==> src/shared/dccp_map.svh <==
`ifndef DCCP_MAP_SVH
`define DCCP_MAP_SVH

// ------------------------------------------------------------------
// Field widths and codes
// ------------------------------------------------------------------
`define DCCP_CNT_W        16
`define DCCP_MODE_W       3
`define DCCP_TIMER_NUM    2
`define DCCP_MODE_CONT    3'h5
`define DCCP_MODE_OFF     3'h0

// ------------------------------------------------------------------
// Reset values and counter increment
// ------------------------------------------------------------------
`define DCCP_CNT_ZERO     16'h0000
`define DCCP_CNT_ONE      16'h0001
`define DCCP_PIN_RST      1'h0
`define DCCP_FLAG_RST     1'h0

`endif

==> src/shared/dccp_pkg.sv <==
`include "dccp_map.svh"

package dccp_pkg;

    typedef logic [`DCCP_CNT_W-1:0] dccp_count_t;

    // One external timer as the channel sees it
    typedef struct packed {
        logic        run;
        dccp_count_t period;
    } dccp_timer_t;

    // Compare values written by software
    typedef struct packed {
        dccp_count_t primary;
        dccp_count_t secondary;
    } dccp_compare_t;

    typedef enum logic [1:0] {
        DCCP_IDLE,
        DCCP_WAIT_RISE,
        DCCP_WAIT_FALL
    } dccp_state_t;

endpackage

==> src/rtl/dccp_time_base.sv <==
`timescale 1ns/100ps
`include "dccp_map.svh"

module dccp_time_base
(
    input  wire logic                clk_sys,
    input  wire logic                reset_n,
    input  wire dccp_pkg::dccp_timer_t timerCfg,
    output logic [`DCCP_CNT_W-1:0]   timerCountValue,
    output logic                     periodMatch
);

    logic [`DCCP_CNT_W-1:0] count_q;

    assign timerCountValue = count_q;
    assign periodMatch     = timerCfg.run && (count_q == timerCfg.period);

    // ------------------------------------------------------------------
    // Up counter, wraps to zero the clock after the period value
    // ------------------------------------------------------------------
    always_ff @(posedge clk_sys or negedge reset_n)
    begin
        if (!reset_n)
        begin
            count_q <= `DCCP_CNT_ZERO;
        end
        else if (periodMatch)
        begin
            count_q <= `DCCP_CNT_ZERO;
        end
        else if (timerCfg.run)
        begin
            count_q <= count_q + `DCCP_CNT_ONE;
        end
    end

endmodule // dccp_time_base

==> src/rtl/dccp_channel.sv <==
`timescale 1ns/100ps
`include "dccp_map.svh"

module dccp_channel
(
    input  wire logic                   clk_sys,
    input  wire logic                   reset_n,
    input  wire logic                   moduleOn,
    input  wire logic [`DCCP_MODE_W-1:0] pulseModeSelect,
    input  wire logic                   timeBaseSelect,
    input  wire dccp_pkg::dccp_timer_t  timerCfg0,
    input  wire dccp_pkg::dccp_timer_t  timerCfg1,
    input  wire dccp_pkg::dccp_compare_t compareCfg,
    input  wire logic                   flagClear,
    output logic                        compareOutputPin,
    output logic                        compareEventFlag,
    output logic [`DCCP_CNT_W-1:0]      timerCountValue,
    output logic                        channelActive
);

    // ------------------------------------------------------------------
    // Time bases
    // ------------------------------------------------------------------
    dccp_pkg::dccp_timer_t  timerCfg [`DCCP_TIMER_NUM];
    logic [`DCCP_CNT_W-1:0] timerCount [`DCCP_TIMER_NUM];
    logic                   timerWrap [`DCCP_TIMER_NUM];

    assign timerCfg[0] = timerCfg0;
    assign timerCfg[1] = timerCfg1;

    genvar gi;
    generate
        for (gi = 0; gi < `DCCP_TIMER_NUM; gi++)
        begin : gTimer
            dccp_time_base u_dccp_time_base
            (
                .clk_sys         (clk_sys),
                .reset_n         (reset_n),
                .timerCfg        (timerCfg[gi]),
                .timerCountValue (timerCount[gi]),
                .periodMatch     (timerWrap[gi])
            );
        end
    endgenerate

    // ------------------------------------------------------------------
    // Compare qualification
    // ------------------------------------------------------------------
    logic [`DCCP_CNT_W-1:0] selCount;
    logic [`DCCP_CNT_W-1:0] lastCount_q;
    logic                   modeActive;
    logic                   active_q;
    logic                   entering;
    logic                   countMoved;
    logic                   primaryMatch;
    logic                   secondaryMatch;
    dccp_pkg::dccp_state_t  state_q;
    dccp_pkg::dccp_state_t  state_d;
    logic                   pin_q;
    logic                   pin_d;
    logic                   fallEvent;
    logic                   flag_q;

    assign selCount   = timeBaseSelect ? timerCount[1] : timerCount[0];
    assign modeActive = moduleOn
                        && (pulseModeSelect == `DCCP_MODE_CONT);
    assign entering   = modeActive && !active_q;

    // A compare counts only once the time base has moved since the last
    // clock; the count standing at entry is never taken as a match, so a
    // primary of zero with the timer at zero waits a full period.
    assign countMoved     = (selCount != lastCount_q);
    assign primaryMatch   = countMoved
                            && (selCount == compareCfg.primary);
    assign secondaryMatch = countMoved
                            && (selCount == compareCfg.secondary);

    always_ff @(posedge clk_sys or negedge reset_n)
    begin
        if (!reset_n)
        begin
            lastCount_q <= `DCCP_CNT_ZERO;
        end
        else
        begin
            lastCount_q <= selCount;
        end
    end

    always_ff @(posedge clk_sys or negedge reset_n)
    begin
        if (!reset_n)
        begin
            active_q <= 1'b0;
        end
        else
        begin
            active_q <= modeActive;
        end
    end

    // ------------------------------------------------------------------
    // Pulse sequencer
    // ------------------------------------------------------------------
    always_comb
    begin
        state_d   = state_q;
        pin_d     = pin_q;
        fallEvent = 1'b0;
        if (!modeActive)
        begin
            state_d = dccp_pkg::DCCP_IDLE;
            pin_d   = `DCCP_PIN_RST;
        end
        else if (entering)
        begin
            state_d = dccp_pkg::DCCP_WAIT_RISE;
            pin_d   = `DCCP_PIN_RST;
        end
        else
        begin
            case (state_q)
                dccp_pkg::DCCP_WAIT_RISE:
                begin
                    if (primaryMatch)
                    begin
                        state_d = dccp_pkg::DCCP_WAIT_FALL;
                        pin_d   = 1'b1;
                    end
                end
                dccp_pkg::DCCP_WAIT_FALL:
                begin
                    // Primary matches are ignored while high, so a
                    // secondary at or below the primary falls next period
                    if (secondaryMatch)
                    begin
                        state_d   = dccp_pkg::DCCP_WAIT_RISE;
                        pin_d     = 1'b0;
                        fallEvent = 1'b1;
                    end
                end
                default:
                begin
                    state_d = dccp_pkg::DCCP_WAIT_RISE;
                    pin_d   = `DCCP_PIN_RST;
                end
            endcase
        end
    end

    always_ff @(posedge clk_sys or negedge reset_n)
    begin
        if (!reset_n)
        begin
            state_q <= dccp_pkg::DCCP_IDLE;
        end
        else
        begin
            state_q <= state_d;
        end
    end

    always_ff @(posedge clk_sys or negedge reset_n)
    begin
        if (!reset_n)
        begin
            pin_q <= `DCCP_PIN_RST;
        end
        else
        begin
            pin_q <= pin_d;
        end
    end

    // ------------------------------------------------------------------
    // Event flag
    // ------------------------------------------------------------------
    // Set wins over a clear in the same clock so no fall is lost
    always_ff @(posedge clk_sys or negedge reset_n)
    begin
        if (!reset_n)
        begin
            flag_q <= `DCCP_FLAG_RST;
        end
        else if (fallEvent)
        begin
            flag_q <= 1'b1;
        end
        else if (flagClear)
        begin
            flag_q <= 1'b0;
        end
    end

    assign compareOutputPin = pin_q;
    assign compareEventFlag = flag_q;
    assign timerCountValue  = selCount;
    assign channelActive    = active_q;
endmodule // dccp_channel

==> config.mk <==
export PLATFORM = sky130hd
export DESIGN_NAME = dccp_channel
export DESIGN_NICKNAME = d
export VERILOG_FILES = /design/src/shared/dccp_pkg.sv /design/src/rtl/dccp_time_base.sv /design/src/rtl/dccp_channel.sv
export VERILOG_INCLUDE_DIRS = /design/src /design/src/shared
export SDC_FILE = /design/constraint.sdc
export NUM_CORES = 1
export LEC_CHECK = 0
export BUFFER_PORTS_ARGS = -buffer_cell sky130_fd_sc_hd__buf_2
export CORE_UTILIZATION = 49
export CTS_BUF_LIST = sky130_fd_sc_hd__clkbuf_4 sky130_fd_sc_hd__clkbuf_8
export CTS_CLUSTER_DIAMETER = 40
export CTS_CLUSTER_SIZE = 14
export DETAILED_ROUTE_END_ITERATION = 10
export PLACE_DENSITY = 0.79
export SLEW_MARGIN = 25
export SYNTH_ARGS = -nofsm -noshare
export SYNTH_HDL_FRONTEND = slang
export SYNTH_SLANG_ARGS = --single-unit
==> constraint.sdc <==
create_clock -name clk_sys -period 1.9 [get_ports clk_sys]
set_clock_uncertainty 0.05 [all_clocks]
set_input_delay 0 -clock clk_sys [delete_from_list [all_inputs] [get_ports clk_sys]]
set_output_delay 0 -clock clk_sys [all_outputs]
set_load 0.02 [all_outputs]
==> results by group, run 1 <==
Finish
  • Antenna diode count: 0
  • Area delta synth->final: 34.43%
  • Layout cells sized above 1: 38.40%
  • Post-route insts no fill: 551
  • Fillers: between 500 and 600
  • Multi-input gate area: roughly 0.002 mm^2
  • Final instance area: 0.004499 mm^2
  • Final nets: 549
  • FF+latch area: 0.001306 mm^2

Timing
  • RSZ-0062 raised after global routing: yes
  • Tmin final: 1.955 ns
  • Measured slew at the worst slew-check pin: 0.6323 ns
  • Setup ws final: -0.05461 ns
  • Final Cycle Share: 102.9%
  • Fmax: between 500 and 600 MHz
  • Relative slew slack: slightly below 60%
  • Hold Vio Cnt, Final: 0
  • Final setup violation count: 10
  • Final-report max-slew violation count: 0

Yosys
  • Post-synth EDFFs: 0
  • Library cells used by synthesis: 31
  • Mean Syn Cell Area: roughly 10 um^2
  • FF+latch count, synth: 52
  • Post-synthesis cell area: 0.003347 mm^2
  • Main synth FF type: dfrtp_1
  • Register area share after synthesis: 38.88%
  • Post-synth net total: 402
  • Post-synth top area share: 38.88%
  • Most frequent cells after synthesis: 62 x xnor2_1, 52 x dfrtp_1, 44 x xor2_1
  • Mapped Cells: 326
  • Top cells by area, synth: dfrtp_1 39%, xnor2_1 16%, xor2_1 12%
  • Synth async-reset ratio: 100.0%
  • Top-count cell post-synth: xnor2_1
  • Yosys top cell by area: dfrtp_1
  • Yosys Warn Count: 0

Critical path
  • Critical path arrival: 2.12 ns
  • CP Data Required Time: approximately 2.1 ns
  • Worst Setup End Kind: flip-flop
  • CP Launch Type: flip-flop
  • Delay of the slowest critical-path stage: 0.47 ns
  • Critical path cell sequence: buf_12 -> xor2_2 -> nor4_2 -> nand4_1 -> nor4_4 -> buf_4 -> buf_8 -> nor2_2
  • CP max stage cell: dfrtp_2
  • Crit Path Class: flip-flop to flip-flop
  • Crit path buf inv count: 3
  • Family with the most delay on the worst path: simple AND/OR/NAND/NOR gates
  • Critical path peak fanout: 7

Placement
  • PortBufs: 92
  • Dpl cells: between 500 and 600
  • Cell Area, Placed: between 0.004 and 0.005 mm^2
  • Pre-CTS setup slack: -0.04495 ns
  • Detailed Place HPWL: 6.654 mm
  • RD Place Congestion: approximately 0.86

Clock tree
  • Clock Sink Count: between 50 and 60
  • H-tree levels: 2
  • Root Buffer: clkbuf_8
  • CTS Buf Count: 5
  • Skew-Pair Late Insertion Delay: between 0.3 and 0.4 ns
  • CTS tree: yes
  • Clk buf depth: 2
  • CTS clk-pin slew, worst paths: 0.10 ns

Route
  • DR pass1 iterations: 7
  • Final WL: 8.622 mm
  • Routed len/inst: 15.65 um
  • DRC: 9
  • Post-DRT Antenna Nets: 0
  • DR iter-0 viols: 143
  • Vias per inst: 5.136
  • Vias: about 2800

Floorplan
  • Initial Util: 51.82%
  • Die width: 84.65 um
  • IO Pins: 93
  • Core ar.: 0.006459 mm^2
  • DIE AREA: between 0.007 and 0.008 mm^2
  • Die Y: 84.65 um
  • Row cnt: 29

Global route
  • All-layer global routing usage: 25.04%
  • First-pass GRT wire length: about 14 mm
  • Vias in the first global route: 2848
  • Initial antenna violation count: 0
  • Gr ovfl total: 0
  • Largest net degree at the start of global routing: 30

Run status
  • Status: finished, violations left
  • Failing checks: design-rule violations, negative setup slack

Job
  • Max-cap violations: 0

Pwr
  • Leakage: 2.230 nW
  • Pwr/cell area: 812.3 mW/mm^2
  • Worst vdd ir: 0.4657 mV

Hold path
  • HP Class: input pin to flip-flop
[registers in the layout (all words and copies together), names as in the netlist]
signal	flops
compareEventFlag	1
lastCount_q	16
channelActive	1
gTimer.u_dccp_time_base.timerCountValue	32
state_q	2
[final cells by class]
type                    instances  share of cell area [%]
inverters                      23                   1.919
clock buffers                   6                   1.696
flip-flops and latches         52                   29.03
clock inverters                 2                  0.3615
multi-input cells             242                   43.77
well taps                      77                   2.141
repair buffers                149                   21.08
[path summary, 6_finish.rpt]
check,start,end,slack [ns],depth (start not counted)
min in group asynchronous,reset_n,gTimer[1].u_dccp_time_base.timerCountValue[6],0.18,2
max,gTimer[0].u_dccp_time_base.timerCountValue[1],gTimer[0].u_dccp_time_base.timerCountValue[8],-0.05,8
min reg2reg,compareEventFlag,compareEventFlag,0.49,1
max reg2reg,gTimer[0].u_dccp_time_base.timerCountValue[1],gTimer[0].u_dccp_time_base.timerCountValue[8],-0.05,8
max in group asynchronous,reset_n,gTimer[0].u_dccp_time_base.timerCountValue[1],1.04,3
min,pulseModeSelect[2],compareEventFlag,0.09,4
[cell families after synthesis]
| group | count (synthesis) | share of synthesized area, % |
|---|---|---|
| AND/OR/NAND/NOR | 107 | 17.91 |
| multiplexers | 16 | 8.524 |
| adder cells (fa/ha/maj) | 2 | 0.7475 |
| AO/OA/AOI/OAI | 11 | 1.907 |
| flip-flops | 52 | 38.88 |
| buffers and inverters | 32 | 4.299 |
| XOR/XNOR | 106 | 27.74 |
[power breakdown]
group | total (mW) | switching, mW | internal, mW
Sequential | 1.47 | 0.198 | 1.27
Clock | 0.657 | 0.380 | 0.277
Combinational | 1.53 | 0.757 | 0.768
Total | 3.65 | 1.33 | 2.32
[metrics by stage]
stage	setup TNS [ns]	utilization [%]	hold slack, ns	power (mW)
global placement	0	64.94	-0.001848	2.802
global route	-1.522	69.66	0.1077	3.875
detailed placement	-0.04495	64.94	0.01166	2.830
finish	-0.3619	69.66	0.09483	3.655
CTS	0	68.33	0.08623	3.610
floorplan	0	-	-0.3456	2.315
[cells in the final DEF, fill, tap and decap left out, types with 10 or more instances in the layout]
| master | netlist | final |
|---|---|---|
| buf_2 | 0 | 92 |
| and3_1 | 11 | 11 |
| nand2_1 | 14 | 14 |
| nor2_1 | 32 | 25 |
| xor2_1 | 44 | 43 |
| mux2i_4 | 10 | 10 |
| nand4_1 | 20 | 20 |
| buf_4 | 0 | 47 |
| inv_1 | 23 | 23 |
| dfrtp_1 | 52 | 48 |
| xnor2_1 | 62 | 62 |
[worst reg2reg max path, stage by stage, from the launching register on]
cell     delay, ns
dfrtp_2       0.47
buf_12        0.15
xor2_2        0.14
nor4_2        0.24
nand4_1       0.20
nor4_4        0.24
buf_4         0.18
buf_8         0.14
nor2_2        0.04
[routing by layer]
| layer | vias up | global-route usage [%] | part of all wire (%) |
|---|---|---|---|
| met5 | - | 0 | 0 |
| met4 | 0 | 6.780 | 1.7 |
| met3 | 14 | 3.835 | 4.0 |
| met2 | 86 | 45.16 | 51 |
| met1 | 1354 | 31.22 | 43 |
| li1 | 1376 | - | - |
[what timing repair did]
item                       4_1_cts  5_1_grt
setup buffers                    6        2
pin swaps                        3        6
hold endpoints to repair        30        0
setup endpoints to repair        3       29
hold buffers                     6        0
resized for setup                3       21
cloned                           0        1
Note: power is estimated with default switching activity, not from simulation.
==> inputs of run 2 (changes only) <==
- RECOVER_POWER: not set -> 50
==> run 2 against run 1 <==
  * The run ends with design-rule violations, max-capacitance violations, max-slew violations, negative setup slack left
  * Flip-flop and latch count unchanged
  * Cell area down 0.11%
  * Worst setup slack unchanged
  * Critical path type unchanged
  * Critical endpoint unchanged
  * Largest cell class unchanged
==> results by group, run 2 (synthesis results as in run 1) <==
Run status
  • Status: finished, violations left (unchanged)
  • Failing checks: design-rule violations, max-capacitance violations, max-slew violations, negative setup slack (was design-rule violations, negative setup slack)

Clock tree
  • Clock Sink Count: 52 (unchanged)
  • Root Buffer: clkbuf_8 (unchanged)
  • H-tree levels: 2 (unchanged)
  • Skew-Pair Late Insertion Delay: 0.31 ns (about the same)
  • Clk buf depth: 2 (unchanged)
  • CTS clk-pin slew, worst paths: 0.10 ns (about the same)
  • CTS tree: yes (unchanged)
  • CTS Buf Count: 5 (unchanged)

Global route
  • First-pass GRT wire length: 13.69 mm (unchanged)
  • Initial antenna violation count: 0 (unchanged)
  • Vias in the first global route: 2848 (unchanged)
  • All-layer global routing usage: 25.04% (unchanged)
  • Gr ovfl total: 0 (unchanged)
  • Largest net degree at the start of global routing: 30 (unchanged)

Route
  • DRC: 9 (unchanged)
  • Final WL: 8.631 mm (was 8.622 mm)
  • Vias: 2831 (was 2830)
  • Vias per inst: 5.138 (was 5.136)
  • Post-DRT Antenna Nets: 0 (unchanged)
  • DR iter-0 viols: 147 (was 143)
  • Routed len/inst: 15.66 um (was 15.65 um)
  • DR pass1 iterations: 7 (unchanged)

Timing
  • Measured slew at the worst slew-check pin: 1.525 ns (was 0.6323 ns)
  • RSZ-0062 raised after global routing: yes (unchanged)
  • Relative slew slack: -1.690% (was 57.85%)
  • Final setup violation count: 10 (unchanged)
  • Final Cycle Share: 102.9% (unchanged)
  • Hold Vio Cnt, Final: 0 (unchanged)
  • Fmax: 511.6 MHz (unchanged)
  • Hold slack: 0.09495 ns (was 0.09483 ns)
  • Final-report max-slew violation count: 24 (was 0)
  • Setup ws final: -0.05461 ns (unchanged)
  • Tmin final: 1.955 ns (unchanged)
  • Setup TNS: -0.3616 ns (was -0.3619 ns)

Floorplan
  • DIE AREA: 0.007165 mm^2 (unchanged)
  • Die width: 84.65 um (unchanged)
  • Core ar.: 0.006459 mm^2 (unchanged)
  • IO Pins: 93 (unchanged)
  • Row cnt: 29 (unchanged)
  • Die Y: 84.65 um (unchanged)
  • Initial Util: 51.82% (unchanged)

Finish
  • Largest register FFs: 32 (unchanged)
  • Final nets: 549 (unchanged)
  • Final instance area: 0.004494 mm^2 (was 0.004499 mm^2)
  • Post-route insts no fill: 551 (unchanged)
  • Antenna diode count: 0 (unchanged)
  • Most common cell after layout, fill and taps aside: buf_2 (unchanged)
  • Area delta synth->final: 34.28% (was 34.43%)
  • Layout cells sized above 1: 37.55% (was 38.40%)
  • Commonest non-fill, non-tap cells in the layout: 88 x buf_2, 62 x xnor2_1, 48 x dfrtp_1 (was 92 x buf_2, 62 x xnor2_1, 48 x dfrtp_1)

Job
  • Max-cap violations: 1 (was 0)

Critical path
  • Cell count of the worst reg-to-reg path: 8 (unchanged)
  • Critical path peak fanout: 7 (unchanged)
  • CP Launch Type: flip-flop (unchanged)
  • FF-to-FF setup slack: -0.05 ns (about the same)
  • Crit path capture: gTimer[0].u_dccp_time_base.timerCountValue[8] (unchanged)
  • Critical path arrival: 2.12 ns (about the same)
  • Crit Path Class: flip-flop to flip-flop (unchanged)
  • Reg2reg end: gTimer[0].u_dccp_time_base.timerCountValue[8] (unchanged)
  • CP Data Required Time: 2.06 ns (about the same)
  • CP Launch Point: gTimer[0].u_dccp_time_base.timerCountValue[1] (unchanged)
  • Worst Setup End Kind: flip-flop (unchanged)
  • R2r startpoint: gTimer[0].u_dccp_time_base.timerCountValue[1] (unchanged)

Placement
  • RD Place Congestion: 0.8626 (unchanged)
  • PortBufs: 92 (unchanged)
  • Detailed Place HPWL: 6.654 mm (unchanged)
  • Dpl cells: 528 (unchanged)
  • Cell Area, Placed: 0.004194 mm^2 (unchanged)

Hold path
  • HP Class: input pin to flip-flop (unchanged)

Pwr
  • Worst vdd ir: 0.4657 mV (about the same)
  • Tot Pwr: 3.654 mW (was 3.655 mW)
  • Pwr/cell area: 813.1 mW/mm^2 (was 812.3 mW/mm^2)
  • Leakage: 2.214 nW (was 2.230 nW)
-- run 2: cell types whose count changed in the layout (fill, tap and decap cells not counted), sizes merged --
| cell | delta |
|---|---|
| buf | -4 |
| clkbuf | +4 |
-- run 2: layer usage --
metal / routed length (um) / part of all wire [%] / GRT usage [%]
met5: 0 / 0 / 0
met4: 146 / 1.7 / 6.780
met3: 351 / 4.1 / 3.835
met2: 4386 / 51 / 45.16
met1: 3746 / 43 / 31.22
-- run 2: report_power, final --
| part | internal [mW] | switching [mW] | total [mW] |
|---|---|---|---|
| logic | 0.768 | 0.757 | 1.52 |
| registers | 1.27 | 0.198 | 1.47 |
| clock network | 0.277 | 0.380 | 0.657 |
| total | 2.32 | 1.33 | 3.65 |
-- run 2: final cells by class --
cell class / count / area (um^2)
flip-flops and latches: 52 / 1306
repair buffers: 149 / 943.4
multi-input cells: 242 / 1969
clock inverters: 2 / 16.27
clock buffers: 6 / 76.32
fillers: 510 / 1964
inverters: 23 / 86.33
well taps: 77 / 96.34
-- run 2: how the worst min path moves through the flow --
stage / slack [ns] / depth (start not counted) / end / from
final: 0.09 / 4 / compareEventFlag / pulseModeSelect[2]
after global routing: 0.11 / 4 / compareEventFlag / pulseModeSelect[2]
after CTS: 0.09 / 4 / compareEventFlag / pulseModeSelect[2]
after detailed placement: 0.01 / 1 / gTimer[1].u_dccp_time_base.timerCountValue[8] / reset_n
after global placement: -0.002 / 1 / gTimer[1].u_dccp_time_base.timerCountValue[6] / reset_n
after floorplan: -0.35 / 0 / channelActive / reset_n
-- run 2: metrics by stage --
| step | setup slack, ns | util (%) |
|---|---|---|
| 6_report | -0.05461 | 69.59 |
| 5_1_grt | -0.1214 | 69.59 |
| 4_1_cts | 0.0007212 | 68.33 |
| 3_5_place_dp | -0.04495 | 64.94 |
| 3_3_place_gp | 0.04326 | 64.94 |
| 2_1_floorplan | 0.02564 | - |
-- run 2: worst max-delay path, stage by stage (launching register included) --
cell and delay, ns:
dfrtp_2 0.47, buf_12 0.15, xor2_2 0.14, nor4_2 0.24
nand4_1 0.20, nor4_4 0.24, buf_4 0.18, buf_8 0.14
nor2_2 0.04
-- run 2: what timing repair did --
action / 4_1_cts / 5_1_grt
setup endpoints to repair: 3 / 29
hold endpoints to repair: 30 / 0
cloned: 0 / 1
pin swaps: 3 / 6
setup buffers: 6 / 2
hold buffers: 6 / 0
resized for setup: 3 / 21
